===== src/hw/psp_cfg.svh =====
// constants of the position switching point unit
`ifndef PSP_CFG_SVH
`define PSP_CFG_SVH

// number of switching points and their index width
`define PSP_NUM_POINTS 4
`define PSP_IDX_W 2
// driving set slot selector width, 0 disables, 1..4 pick point 0..3
`define PSP_SEL_W 3
`define PSP_SEL_OFF 3'h0
`define PSP_SEL_MAX 3'h4
// position width, signed
`define PSP_POS_W 32
// reset values
`define PSP_FLAG_RST 1'b0
`define PSP_SEL_RST 3'h0

`endif


===== src/hw/psp_pkg.sv =====
// types of the position switching point unit
`include "psp_cfg.svh"

package psp_pkg;

  typedef logic signed [`PSP_POS_W-1:0] psp_pos_t;
  typedef logic [`PSP_SEL_W-1:0] psp_sel_t;
  typedef logic [`PSP_IDX_W-1:0] psp_idx_t;

  // reference mode of a point, bus codes 0..2; code 3 is illegal
  typedef enum logic [1:0] {
    mode_absolute,
    mode_from_start,
    mode_before_end
  } psp_ref_e;

  // flag action, bus codes 0..3
  typedef enum logic [1:0] {
    flag_keep,
    flag_set,
    flag_clear,
    flag_toggle
  } psp_act_e;

endpackage


===== src/hw/psp_slot_if.sv =====
// carrier between the unit and one slot evaluator
`timescale 1ns/100ps

interface psp_slot_if;
  import psp_pkg::*;

  psp_pos_t target;
  logic [1:0] ref_mode;
  psp_pos_t act_pos;
  psp_pos_t start_pos;
  psp_pos_t end_pos;
  logic reached;

  modport drv
  (
    output target,
    output ref_mode,
    output act_pos,
    output start_pos,
    output end_pos,
    input reached
  );

  modport eval
  (
    input target,
    input ref_mode,
    input act_pos,
    input start_pos,
    input end_pos,
    output reached
  );
endinterface


===== src/hw/psp_switch_points.sv =====
// position switching point unit: four points, two slots per driving set
`timescale 1ns/100ps
// widths, selector limits and reset values
`include "psp_cfg.svh"

// Behaviour
// - four switching points 0..3, each with own position, mode, actions
// - a tripping point applies its own action to each of three flags
// - any driving set may select any point; points are shared
// - at most two points, chosen by the running set, are evaluated
// - slot A and B selectors take 0..4; zero disables the slot
// - point target is a signed 32-bit value read per mode and set
// - mode 0 trips when actual position reaches the absolute target
// - mode 1 trips after travelling the distance from set start
// - mode 2 trips the distance before the set end position
module psp_switch_points
  import psp_pkg::*;
(
  input wire logic i_mclk,
  input wire logic i_sys_rst,
  // per point settings, read live every cycle; the slot A and B selectors are sampled only at set start
  input wire logic [`PSP_NUM_POINTS-1:0][`PSP_POS_W-1:0]
    i_point_target_position,
  input wire logic [`PSP_NUM_POINTS-1:0][1:0] i_point_reference_mode,
  input wire logic [`PSP_NUM_POINTS-1:0][1:0] i_flag_one_action,
  input wire logic [`PSP_NUM_POINTS-1:0][1:0] i_flag_two_action,
  input wire logic [`PSP_NUM_POINTS-1:0][1:0] i_flag_three_action,
  input wire logic [`PSP_SEL_W-1:0] i_set_point_slot_a,
  input wire logic [`PSP_SEL_W-1:0] i_set_point_slot_b,
  // running driving set from the profile generator
  input wire logic i_set_start,
  input wire logic i_set_running,
  input wire logic [`PSP_POS_W-1:0] i_act_position,
  input wire logic [`PSP_POS_W-1:0] i_set_start_position,
  input wire logic [`PSP_POS_W-1:0] i_set_end_position,
  // flag levels and one-cycle trip pulses
  output logic o_output_flag_one,
  output logic o_output_flag_two,
  output logic o_output_flag_three,
  output logic o_slot_a_tripped,
  output logic o_slot_b_tripped
);

  // selector 1..4 maps to point 0..3; 5..7 are treated like 0
  // since they name no point at all
  function automatic logic sel_on(input psp_sel_t sel);
    sel_on = (sel != `PSP_SEL_OFF) && (sel <= `PSP_SEL_MAX);
  endfunction

  // point index of a selector, only meaningful while sel_on holds
  function automatic psp_idx_t sel_idx(input psp_sel_t sel);
    psp_sel_t m1;
    m1 = sel - 3'h1;
    sel_idx = m1[`PSP_IDX_W-1:0];
  endfunction

  // one flag under one action code
  function automatic logic flag_apply(input logic f, input logic [1:0] a);
    logic r;
    r = f;
    unique case (a)
      2'(flag_keep): r = f;
      2'(flag_set): r = 1'b1;
      2'(flag_clear): r = 1'b0;
      2'(flag_toggle): r = ~f;
    endcase
    return r;
  endfunction

  // slot selection captured at set start, so edits mid-set do no harm
  psp_sel_t sel_a_ff;
  psp_sel_t sel_b_ff;
  psp_sel_t nxt_sel_a;
  psp_sel_t nxt_sel_b;
  // once-per-set bookkeeping
  logic fired_a_ff;
  logic fired_b_ff;
  logic nxt_fired_a;
  logic nxt_fired_b;
  // flag state and trip pulses
  logic [2:0] flags_ff;
  logic [2:0] nxt_flags;
  logic trip_a_ff;
  logic trip_b_ff;
  logic nxt_trip_a;
  logic nxt_trip_b;

  // per-slot point index and trip condition
  psp_idx_t idx_a;
  psp_idx_t idx_b;
  logic trip_a;
  logic trip_b;

  // one carrier per slot evaluator
  psp_slot_if slot_a ();
  psp_slot_if slot_b ();

  // route the selected point's settings to each slot evaluator;
  // a disabled slot still routes some point but never trips
  always_comb
  begin
    idx_a = sel_idx(sel_a_ff);
    idx_b = sel_idx(sel_b_ff);
    slot_a.target = i_point_target_position[idx_a];
    slot_a.ref_mode = i_point_reference_mode[idx_a];
    slot_a.act_pos = i_act_position;
    slot_a.start_pos = i_set_start_position;
    slot_a.end_pos = i_set_end_position;
    slot_b.target = i_point_target_position[idx_b];
    slot_b.ref_mode = i_point_reference_mode[idx_b];
    slot_b.act_pos = i_act_position;
    slot_b.start_pos = i_set_start_position;
    slot_b.end_pos = i_set_end_position;
  end

  // only two evaluators exist, so no more than two points can act
  psp_slot_eval u_eval_a
  (
    .s(slot_a.eval)
  );

  psp_slot_eval u_eval_b
  (
    .s(slot_b.eval)
  );

  // first trip of an armed slot; start cycle itself never trips,
  // so a stale reach result from the last set cannot act
  always_comb
  begin
    trip_a = i_set_running && !i_set_start && sel_on(sel_a_ff)
      && !fired_a_ff && slot_a.reached;
    trip_b = i_set_running && !i_set_start && sel_on(sel_b_ff)
      && !fired_b_ff && slot_b.reached;
  end

  // selection and once-per-set bookkeeping; a start re-arms both
  // slots, and no trip can fall in that same cycle
  always_comb
  begin
    nxt_sel_a = sel_a_ff;
    nxt_sel_b = sel_b_ff;
    nxt_fired_a = fired_a_ff | trip_a;
    nxt_fired_b = fired_b_ff | trip_b;
    if (i_set_start)
    begin
      nxt_sel_a = i_set_point_slot_a;
      nxt_sel_b = i_set_point_slot_b;
      nxt_fired_a = 1'b0;
      nxt_fired_b = 1'b0;
    end
  end

  always_ff @(posedge i_mclk or posedge i_sys_rst)
  begin
    if (i_sys_rst)
    begin
      // slots leave reset disabled
      sel_a_ff <= `PSP_SEL_RST;
      sel_b_ff <= `PSP_SEL_RST;
      fired_a_ff <= 1'b0;
      fired_b_ff <= 1'b0;
    end
    else
    begin
      sel_a_ff <= nxt_sel_a;
      sel_b_ff <= nxt_sel_b;
      fired_a_ff <= nxt_fired_a;
      fired_b_ff <= nxt_fired_b;
    end
  end

  // flag update: slot A first, then slot B on its result, so a
  // same-cycle trip of both composes instead of one being lost
  always_comb
  begin
    nxt_flags = flags_ff;
    // pulses registered so they line up with the flag change
    nxt_trip_a = trip_a;
    nxt_trip_b = trip_b;
    if (trip_a)
    begin
      nxt_flags[0] = flag_apply(nxt_flags[0], i_flag_one_action[idx_a]);
      nxt_flags[1] = flag_apply(nxt_flags[1], i_flag_two_action[idx_a]);
      nxt_flags[2] = flag_apply(nxt_flags[2],
        i_flag_three_action[idx_a]);
    end
    if (trip_b)
    begin
      nxt_flags[0] = flag_apply(nxt_flags[0], i_flag_one_action[idx_b]);
      nxt_flags[1] = flag_apply(nxt_flags[1], i_flag_two_action[idx_b]);
      nxt_flags[2] = flag_apply(nxt_flags[2],
        i_flag_three_action[idx_b]);
    end
  end

  // flags persist across sets; only reset or a trip action changes them
  always_ff @(posedge i_mclk or posedge i_sys_rst)
  begin
    if (i_sys_rst)
    begin
      // flags leave reset low
      flags_ff <= {3{`PSP_FLAG_RST}};
      trip_a_ff <= 1'b0;
      trip_b_ff <= 1'b0;
    end
    else
    begin
      flags_ff <= nxt_flags;
      trip_a_ff <= nxt_trip_a;
      trip_b_ff <= nxt_trip_b;
    end
  end

  // outputs straight from flops, so users see no glitch from the
  // reach comparators
  assign o_output_flag_one = flags_ff[0];
  assign o_output_flag_two = flags_ff[1];
  assign o_output_flag_three = flags_ff[2];
  assign o_slot_a_tripped = trip_a_ff;
  assign o_slot_b_tripped = trip_b_ff;

endmodule


===== src/hw/psp_slot_eval.sv =====
// trip threshold and reach test for one switching point slot
`timescale 1ns/100ps
`include "psp_cfg.svh"

module psp_slot_eval
  import psp_pkg::*;
(
  psp_slot_if.eval s
);

  // 33 bits so start+distance cannot wrap around
  logic signed [`PSP_POS_W:0] thr;
  logic signed [`PSP_POS_W:0] act_x;
  logic signed [`PSP_POS_W:0] start_x;
  logic signed [`PSP_POS_W:0] end_x;
  logic signed [`PSP_POS_W:0] tgt_x;
  logic fwd;
  logic legal;

  // threshold from mode, direction from the set's start and end
  always_comb
  begin
    act_x = {s.act_pos[`PSP_POS_W-1], s.act_pos};
    start_x = {s.start_pos[`PSP_POS_W-1], s.start_pos};
    end_x = {s.end_pos[`PSP_POS_W-1], s.end_pos};
    tgt_x = {s.target[`PSP_POS_W-1], s.target};
    fwd = (s.end_pos >= s.start_pos);
    legal = 1'b1;
    thr = tgt_x;
    unique case (s.ref_mode)
      2'(mode_absolute):
        thr = tgt_x;
      2'(mode_from_start):
        thr = fwd ? start_x + tgt_x : start_x - tgt_x;
      2'(mode_before_end):
        thr = fwd ? end_x - tgt_x : end_x + tgt_x;
      default:
        legal = 1'b0; // illegal mode code never trips
    endcase
    // reached means at or past the threshold in the travel direction
    s.reached = legal && (fwd ? (act_x >= thr) : (act_x <= thr));
  end

endmodule


===== config.mk =====
export PLATFORM = sky130hd
export DESIGN_NAME = psp_switch_points
export DESIGN_NICKNAME = d
export VERILOG_FILES = /design/src/hw/psp_pkg.sv /design/src/hw/psp_slot_if.sv /design/src/hw/psp_switch_points.sv /design/src/hw/psp_slot_eval.sv
export VERILOG_INCLUDE_DIRS = /design/src /design/src/hw
export SDC_FILE = /design/constraint.sdc
export NUM_CORES = 1
export LEC_CHECK = 0
export ABC_AREA = 1
export BUFFER_PORTS_ARGS = -buffer_cell sky130_fd_sc_hd__buf_4
export CAP_MARGIN = 20
export CORE_MARGIN = 3
export CORE_UTILIZATION = 33
export DETAILED_ROUTE_END_ITERATION = 16
export PLACE_DENSITY_LB_ADDON = 0.08
export SLEW_MARGIN = 30
export SYNTH_ARGS = -nofsm -noshare
export SYNTH_HDL_FRONTEND = slang
export SYNTH_SLANG_ARGS = --single-unit
export TNS_END_PERCENT = 10

===== constraint.sdc =====
create_clock -name i_mclk -period 7.5 [get_ports i_mclk]
set_input_delay 0.75 -clock i_mclk [delete_from_list [all_inputs] [get_ports i_mclk]]
set_output_delay 0.75 -clock i_mclk [all_outputs]
set_load 0.05 [all_outputs]

; ---- Word level (Yosys, flattened, before mapping)
; Cells that the tools add are included.
[totals]
ff_bits = 13
inputBits = 266
out_inout_bits = 5
[op_classes]
n_addsub = 10
magnitude_cmp = 9
eq_ne = 22
muxes = 40
bitwise = 8
n_reduce_logical = 26
[ops]
columns = operator, count
row1 = 32-bit by 32-bit adder with 33-bit output, 4
row2 = 33-bit two-way mux, 4
row3 = 33-bit one-hot mux with 2 select lines, 2
row4 = 32-bit by 32-bit subtractor with 33-bit output, 4
row5 = 32-bit binary-select mux with 2-bit select, 2
row6 = 32-bit by 33-bit >= comparator with 1-bit output, 2
row7 = 32-bit by 33-bit <= comparator with 1-bit output, 2
row8 = 32-bit two-way mux, 2
row9 = 2-bit binary-select mux with 2-bit select, 8
row10 = 32-bit >= comparator, 1
row11 = "2-bit == test, second input constant", 14
row12 = 1-bit one-hot mux with 4 select lines, 6
row13 = "2-bit by 1-bit == test with 1-bit output, second input constant", 8
row14 = 2-bit zero test, 8
row15 = 2-bit two-way mux, 8
row16 = 1-bit logical AND, 11
row17 = "3-bit <= comparator, second input constant", 2
row18 = "2-bit by 3-bit less-than comparator with 1-bit output, second input constant", 2
row19 = 1-bit two-way mux, 6
row20 = 3-bit two-way mux, 2
row21 = 1-bit inverter, 6
row22 = 3-bit nonzero test, 2
row23 = 3-bit OR reduction, 2
row24 = "2-bit by 1-bit subtractor with 2-bit output, second input constant", 2
row25 = 2 further kinds, 5

; ---- Logic depth before layout (Yosys ltp)
[logic_depth]
word_depth = 14
depth_mapped = 56
mapped_depth_nobuf = 53

; ---- Cells and area by module
; A second synthesis with hierarchy kept.
[hier_totals]
hier_cells = 3009
hier_area_um2 = 16793.6
[by_module_without_submodules]
columns = module, n_inst, cells_each, area_per_inst_um2
row1 = psp_slot_eval at u_eval_b, 1, 1229, 6925.4
row2 = psp_slot_eval at u_eval_a, 1, 1210, 6857.8
row3 = psp_switch_points, 1, 570, 3010.4

; ---- Worst setup path after synthesis
; No wires, ideal clock.
[synth_timing]
path_kind = reg2reg
from = register sel_a_ff[0]
to = register flags_ff[0]
setup_time_ns = 0.113
arrival_ns = 6.112
required_ns = 7.387
slack_ns = 1.275
stages_incl_launch_ff = 56
path_buffers = 4
synth_period_minus_slack_ns = 6.225
cell_sequence = dfrtp_1 inv_2 buf_6 buf_2 buf_1 ha_1 clkinv_1 buf_2 a21oi_1 a32o_1 inv_2 ha_1 nand2_1 nor2_2 nand3_2 nor2_2 nand2_1 nor2_2 (+20 left out) nand3_1 nand2_1 ha_1 nand4_1 inv_1 nand2_1 nor2_1 nand3b_1 nand3_1 nand2_1 nand2_1 inv_1 nand3_1 nand3_1 nand2_1 nand3_1 nand2_1 inv_1
[synth_between]
elab_chain_cells = 14
[synth_lines]
columns = item, line_no
row1 = start: declaration, psp_switch_points.sv:71  ; psp_sel_t sel_a_ff;
row2 = start signal: assignment, psp_switch_points.sv:159  ; sel_a_ff <= `PSP_SEL_RST;
row3 = start signal: assignment, psp_switch_points.sv:166  ; sel_a_ff <= nxt_sel_a;
row4 = 2-bit by 1-bit subtractor with 2-bit output, psp_switch_points.sv:53  ; m1 = sel - 3'h1;
row5 = 32-bit binary-select mux with 2-bit select, psp_switch_points.sv:104  ; slot_a.target = i_point_target_position[idx_a];
row6 = 32-bit two-way mux (implied by the code), psp_switch_points.sv:104
row7 = "32-bit by 32-bit adder with 33-bit output, or another cell as far along", psp_slot_eval.sv:36  ; thr = fwd ? end_x - tgt_x : end_x + tgt_x;
row8 = "33-bit two-way mux, on equally long branches", "psp_slot_eval.sv:36, psp_slot_eval.sv:34"
row9 = 33-bit one-hot mux with 2 select lines, psp_slot_eval.sv:30  ; unique case (s.ref_mode)
row10 = 32-bit by 33-bit <= comparator with 1-bit output / 32-bit by 33-bit >= comparator with 1-bit output (equally long branches), psp_slot_eval.sv:41  ; s.reached = legal && (fwd ? (act_x >= thr) : (act_x <= thr));
row11 = 1-bit two-way mux, psp_slot_eval.sv:41
row12 = 1-bit logical AND, psp_slot_eval.sv:41
row13 = 1-bit logical AND, psp_switch_points.sv:132  ; && !fired_a_ff && slot_a.reached;
row14 = 3-bit two-way mux (*), psp_switch_points.sv:181  ; if (trip_a)
row15 = 1-bit inverter, psp_switch_points.sv:65  ; 2'(flag_toggle): r = ~f;
row16 = 1-bit one-hot mux with 4 select lines, psp_switch_points.sv:61  ; unique case (a)
row17 = 3-bit two-way mux (*), psp_switch_points.sv:188  ; if (trip_b)
row18 = via nxt_flags[0], psp_switch_points.sv:82  ; logic [2:0] nxt_flags;
row19 = end signal: assignment, psp_switch_points.sv:203  ; flags_ff <= {3{`PSP_FLAG_RST}};
row20 = end signal: assignment, psp_switch_points.sv:209  ; flags_ff <= nxt_flags;
row21 = end: declaration, psp_switch_points.sv:81  ; logic [2:0] flags_ff;
; Mark *: on every way through the listed nets, which the timed path passes. The rest lies on a longest branch. The select of a mux whose other input is x is not followed.
; A chain may end at the register's enable or synchronous reset.

; ---- Final worst setup path
[layout_timing]
from = input port i_set_start_position[31]
to = register flags_ff[2]
[layout_between]
elab_chain_cells = 11
[layout_lines]
columns = item, line_no
row1 = start: declaration, psp_switch_points.sv:34  ; input wire logic [`PSP_POS_W-1:0] i_set_start_position,
row2 = "32-bit by 32-bit subtractor with 33-bit output, or another cell as far along", psp_slot_eval.sv:34  ; thr = fwd ? start_x + tgt_x : start_x - tgt_x;
row3 = "33-bit two-way mux, on equally long branches", "psp_slot_eval.sv:34, psp_slot_eval.sv:36"
row4 = 33-bit one-hot mux with 2 select lines, psp_slot_eval.sv:30
row5 = 32-bit by 33-bit <= comparator with 1-bit output / 32-bit by 33-bit >= comparator with 1-bit output (equally long branches), psp_slot_eval.sv:41
row6 = 1-bit two-way mux, psp_slot_eval.sv:41
row7 = 1-bit logical AND, psp_slot_eval.sv:41
row8 = 1-bit logical AND, psp_switch_points.sv:132
row9 = 3-bit two-way mux, psp_switch_points.sv:181
row10 = 1-bit inverter, psp_switch_points.sv:65
row11 = 1-bit one-hot mux with 4 select lines, psp_switch_points.sv:61
row12 = 3-bit two-way mux (*), psp_switch_points.sv:188
row13 = via nxt_flags[2], psp_switch_points.sv:82
; Mark *: on every way through the listed nets, which the timed path passes. The rest lies on a longest branch.

==> impl_metrics.tcl <==
set metrics [dict create \
    status "completed" \
    die_area_sq_um 52300 \
    antenna_found_initial 3 \
    io-pin-count 271 \
    setup_tns_ps 0 \
    combPwrFrac 0.967 \
    setup_viol 0 \
    yosysSeqAreaShare 0.0199 \
    diodes 0 \
    cts_tree "built" \
    power_density_nw_per_um2 310 \
    drv_cap 0 \
    synth_seq_cells 13 \
    cpMostUsedCell "nand2_1" \
    min_path_cells 2 \
    clockPowerShare 0.017 \
    wl_met3_microns 7000 \
    synth_edf_count 0 \
    clock_latency_ps 250 \
    layout-drive-gt1-share 0.170 \
    power_uw 6340 \
    synthesis.area_sq_um 16400 \
    io_buffers 270 \
    r2r_cells 43 \
    max_freq_ghz 0.140 \
    num_rows 80 \
    reg2reg_from "sel_b_ff[0]" \
    grt_use_total 0.325 \
    place_inst 4032 \
    hpwl_microns 78400 \
    crit_type "in2reg" \
    post_layout_nonfiller_instances 4045 \
    period_share 0.955 \
    synth.distinct_cells 61 \
    gp_congestion 1.08 \
    cts_buffers 3 \
    async_flop_share 1.00 \
    critPathMaxFanout 7 \
    clock_sinks 13 \
    power_leakage_uw 0.0106 \
    max_stage_delay_ps 490 \
    slew_headroom 0.359 \
    hold_class "reg2reg" \
    cts_max_level 1 \
    synth_cells 3022 \
    grt_overflow 0 \
    worstReg2RegEnd "fired_b_ff" \
    rrSetupSlack_ps 420 \
    max-vdd-ir-drop_mv 0.117 \
    synth_top_flop_cell "dfrtp_1" \
    initial_core_util 0.338 \
    ant_nets 0 \
    dr_wl_met2_microns 40100 \
    grt_pass1_wl_microns 130000 \
    sw_frac_of_total 0.642 \
    hold_viol_final 0 \
    grt_max_degree 83 \
    drt-met1-wl_microns 39100 \
    grt_pass1_vias 21400 \
    internal_power_uw 2270 \
    worstPathArrival_ps 7310 \
    top_layer "met5" \
    route.detailed.drc 0 \
    routed_via_density 5.56 \
    wl_microns 90000 \
    first_iter_violations 2104 \
    cts_hold_buf 0 \
    worst_pin_slew_ps 961 \
    min-delay-start "sel_b_ff[2]" \
    endpoint_kind "flop" \
    clk_pin_slew_worst_paths_ps 50 \
    holdPathEnd "sel_b_ff[2]" \
    drt_pass1_iterations 6 \
    vias 22500 \
    required_ps 7650 \
    wl_per_cell_microns 22.3 \
    cts-root-buf "clkbuf_16" \
    slowest_stage "o21ai_0" \
    die_w_microns 229 \
    synth.avg_cell_area_sq_um 5.42 \
    p_seq_frac 0.016 \
    die-height_microns 229 \
    start_kind "input pin" \
    fin_crit_ps 7160 \
    clock_skew_ps 6.99 \
    ys_warn_count 0 \
    startpoint "i_set_start_position[31]" \
    coreArea_sq_um 48300 \
    syn_to_final_growth_pct 25.0 \
    clock_path_buffers 2 \
    nets 3896 \
    syn_nets 3528 \
    netSwitchingPower_uw 4070 \
    drv_slew 0 \
]
through the flow:
stage,utilization,area [sq um],worst slack [ps],hold WS [ps]
global placement,0.415,20100,-283,475
finish,0.423,20500,340,487
detailed placement,0.415,20100,-271,478
CTS,0.416,20100,22.5,491
floorplan,-,16400,1270,461
global route,0.423,20500,-23.7,526
what timing repair did:
item | in CTS | in global routing
setup buffers | 0 | 9
pin swaps | 0 | 11
gates resized for setup | 1 | 74
endpoints found under the setup margin | 1 | 7
worst max-delay path by stage:
stage                   to  slack, ps  cells after the start
3_3_place_gp   flags_ff[0]       -280                     45
5_1_grt        flags_ff[1]        -20                     44
3_5_place_dp   flags_ff[0]       -270                     45
4_1_cts        flags_ff[0]         20                     42
2_1_floorplan  flags_ff[0]       1270                     55
6_report       flags_ff[2]        340                     42
kinds of logic after synthesis:
kind of cell	share of synthesized area
AOI/OAI and AO/OA	0.238
xor gates and xnor gates	0.0398
adders and majority gates	0.185
DFF	0.0199
and+or+nand+nor	0.400
buffers and inverters	0.117
cell usage after synthesis (12+ instances only):
| cell | n | share of area |
|---|---|---|
| buf_6 | 12 | 0.0083 |
| clkbuf_1 | 35 | 0.0080 |
| nor3_1 | 30 | 0.0092 |
| a31oi_1 | 22 | 0.0084 |
| nand2_2 | 12 | 0.0046 |
| nand2_1 | 842 | 0.19 |
| buf_2 | 20 | 0.0061 |
| o21a_1 | 17 | 0.0078 |
| a21o_1 | 22 | 0.010 |
| o21ai_0 | 246 | 0.075 |
| inv_1 | 372 | 0.085 |
| nor4_1 | 17 | 0.0065 |
| nand4_1 | 48 | 0.018 |
| a21oi_1 | 292 | 0.089 |
| or2_2 | 18 | 0.0069 |
| nor2_1 | 257 | 0.059 |
| o21bai_1 | 17 | 0.0078 |
| xor2_1 | 62 | 0.033 |
| dfrtp_1 | 13 | 0.020 |
| o211ai_1 | 12 | 0.0055 |
| ha_1 | 236 | 0.18 |
| nand3_1 | 284 | 0.087 |
registers in the layout (all words and copies together), names as in the netlist:
signal,cells
fired_a_ff,1
fired_b_ff,1
flags_ff,3
o_slot_a_tripped,1
o_slot_b_tripped,1
sel_a_ff,3
sel_b_ff,3
per-layer routing:
| metal | global-route usage | up-vias |
|---|---|---|
| li1 | - | 10900 |
| met1 | 0.436 | 10400 |
| met2 | 0.538 | 1047 |
| met3 | 0.0370 | 155 |
| met4 | 0.118 | 2 |
| met5 | 0 | - |
cell type report:
cell class	count	area, sq um
fillers	5466	27900
inverters	386	1460
well taps	656	821
multi-input cells	2540	14400
clock buffers	4	78.8
flip-flops and latches	13	328
repair buffers	446	3410
power by group through the flow:
stage | combinational [uW] | sequential (uW) | clock [uW]
after CTS | 5880 | 99.9 | 109
after global placement | 5840 | 101 | 0
after floorplan | 3480 | 125 | 0
after detailed placement | 5850 | 101 | 0
after global routing | 6670 | 102 | 111
final | 6130 | 101 | 107
critical path, delay by kind of cell:
family          cells  cell delay [ps]
compound gates      5             1190
fa+ha+maj           3              860
buf+inv            10             1300
simple gates       24             3180
placed cells by master, fill, tap and decap left out, types with 5 or more instances in the layout:
cell / instances
nand2_1: 833
nand3b_1: 5
o211ai_1: 12
dfrtp_1: 11
nand3_1: 283
or2_2: 18
o21bai_1: 16
a21oi_1: 284
xor2_1: 57
nor3_1: 26
nand2_2: 21
a31oi_1: 20
o22ai_1: 7
a211oi_1: 8
nand4_1: 48
nor2_1: 247
inv_1: 372
inv_2: 10
buf_4: 440
nor2_2: 16
ha_1: 233
a21oi_2: 10
o21ai_1: 14
a21o_1: 22
nor4_1: 15
a21boi_0: 9
nor3_2: 6
o21a_1: 17
xor2_2: 10
o21ai_0: 232
(Power assumes the default switching activity.)
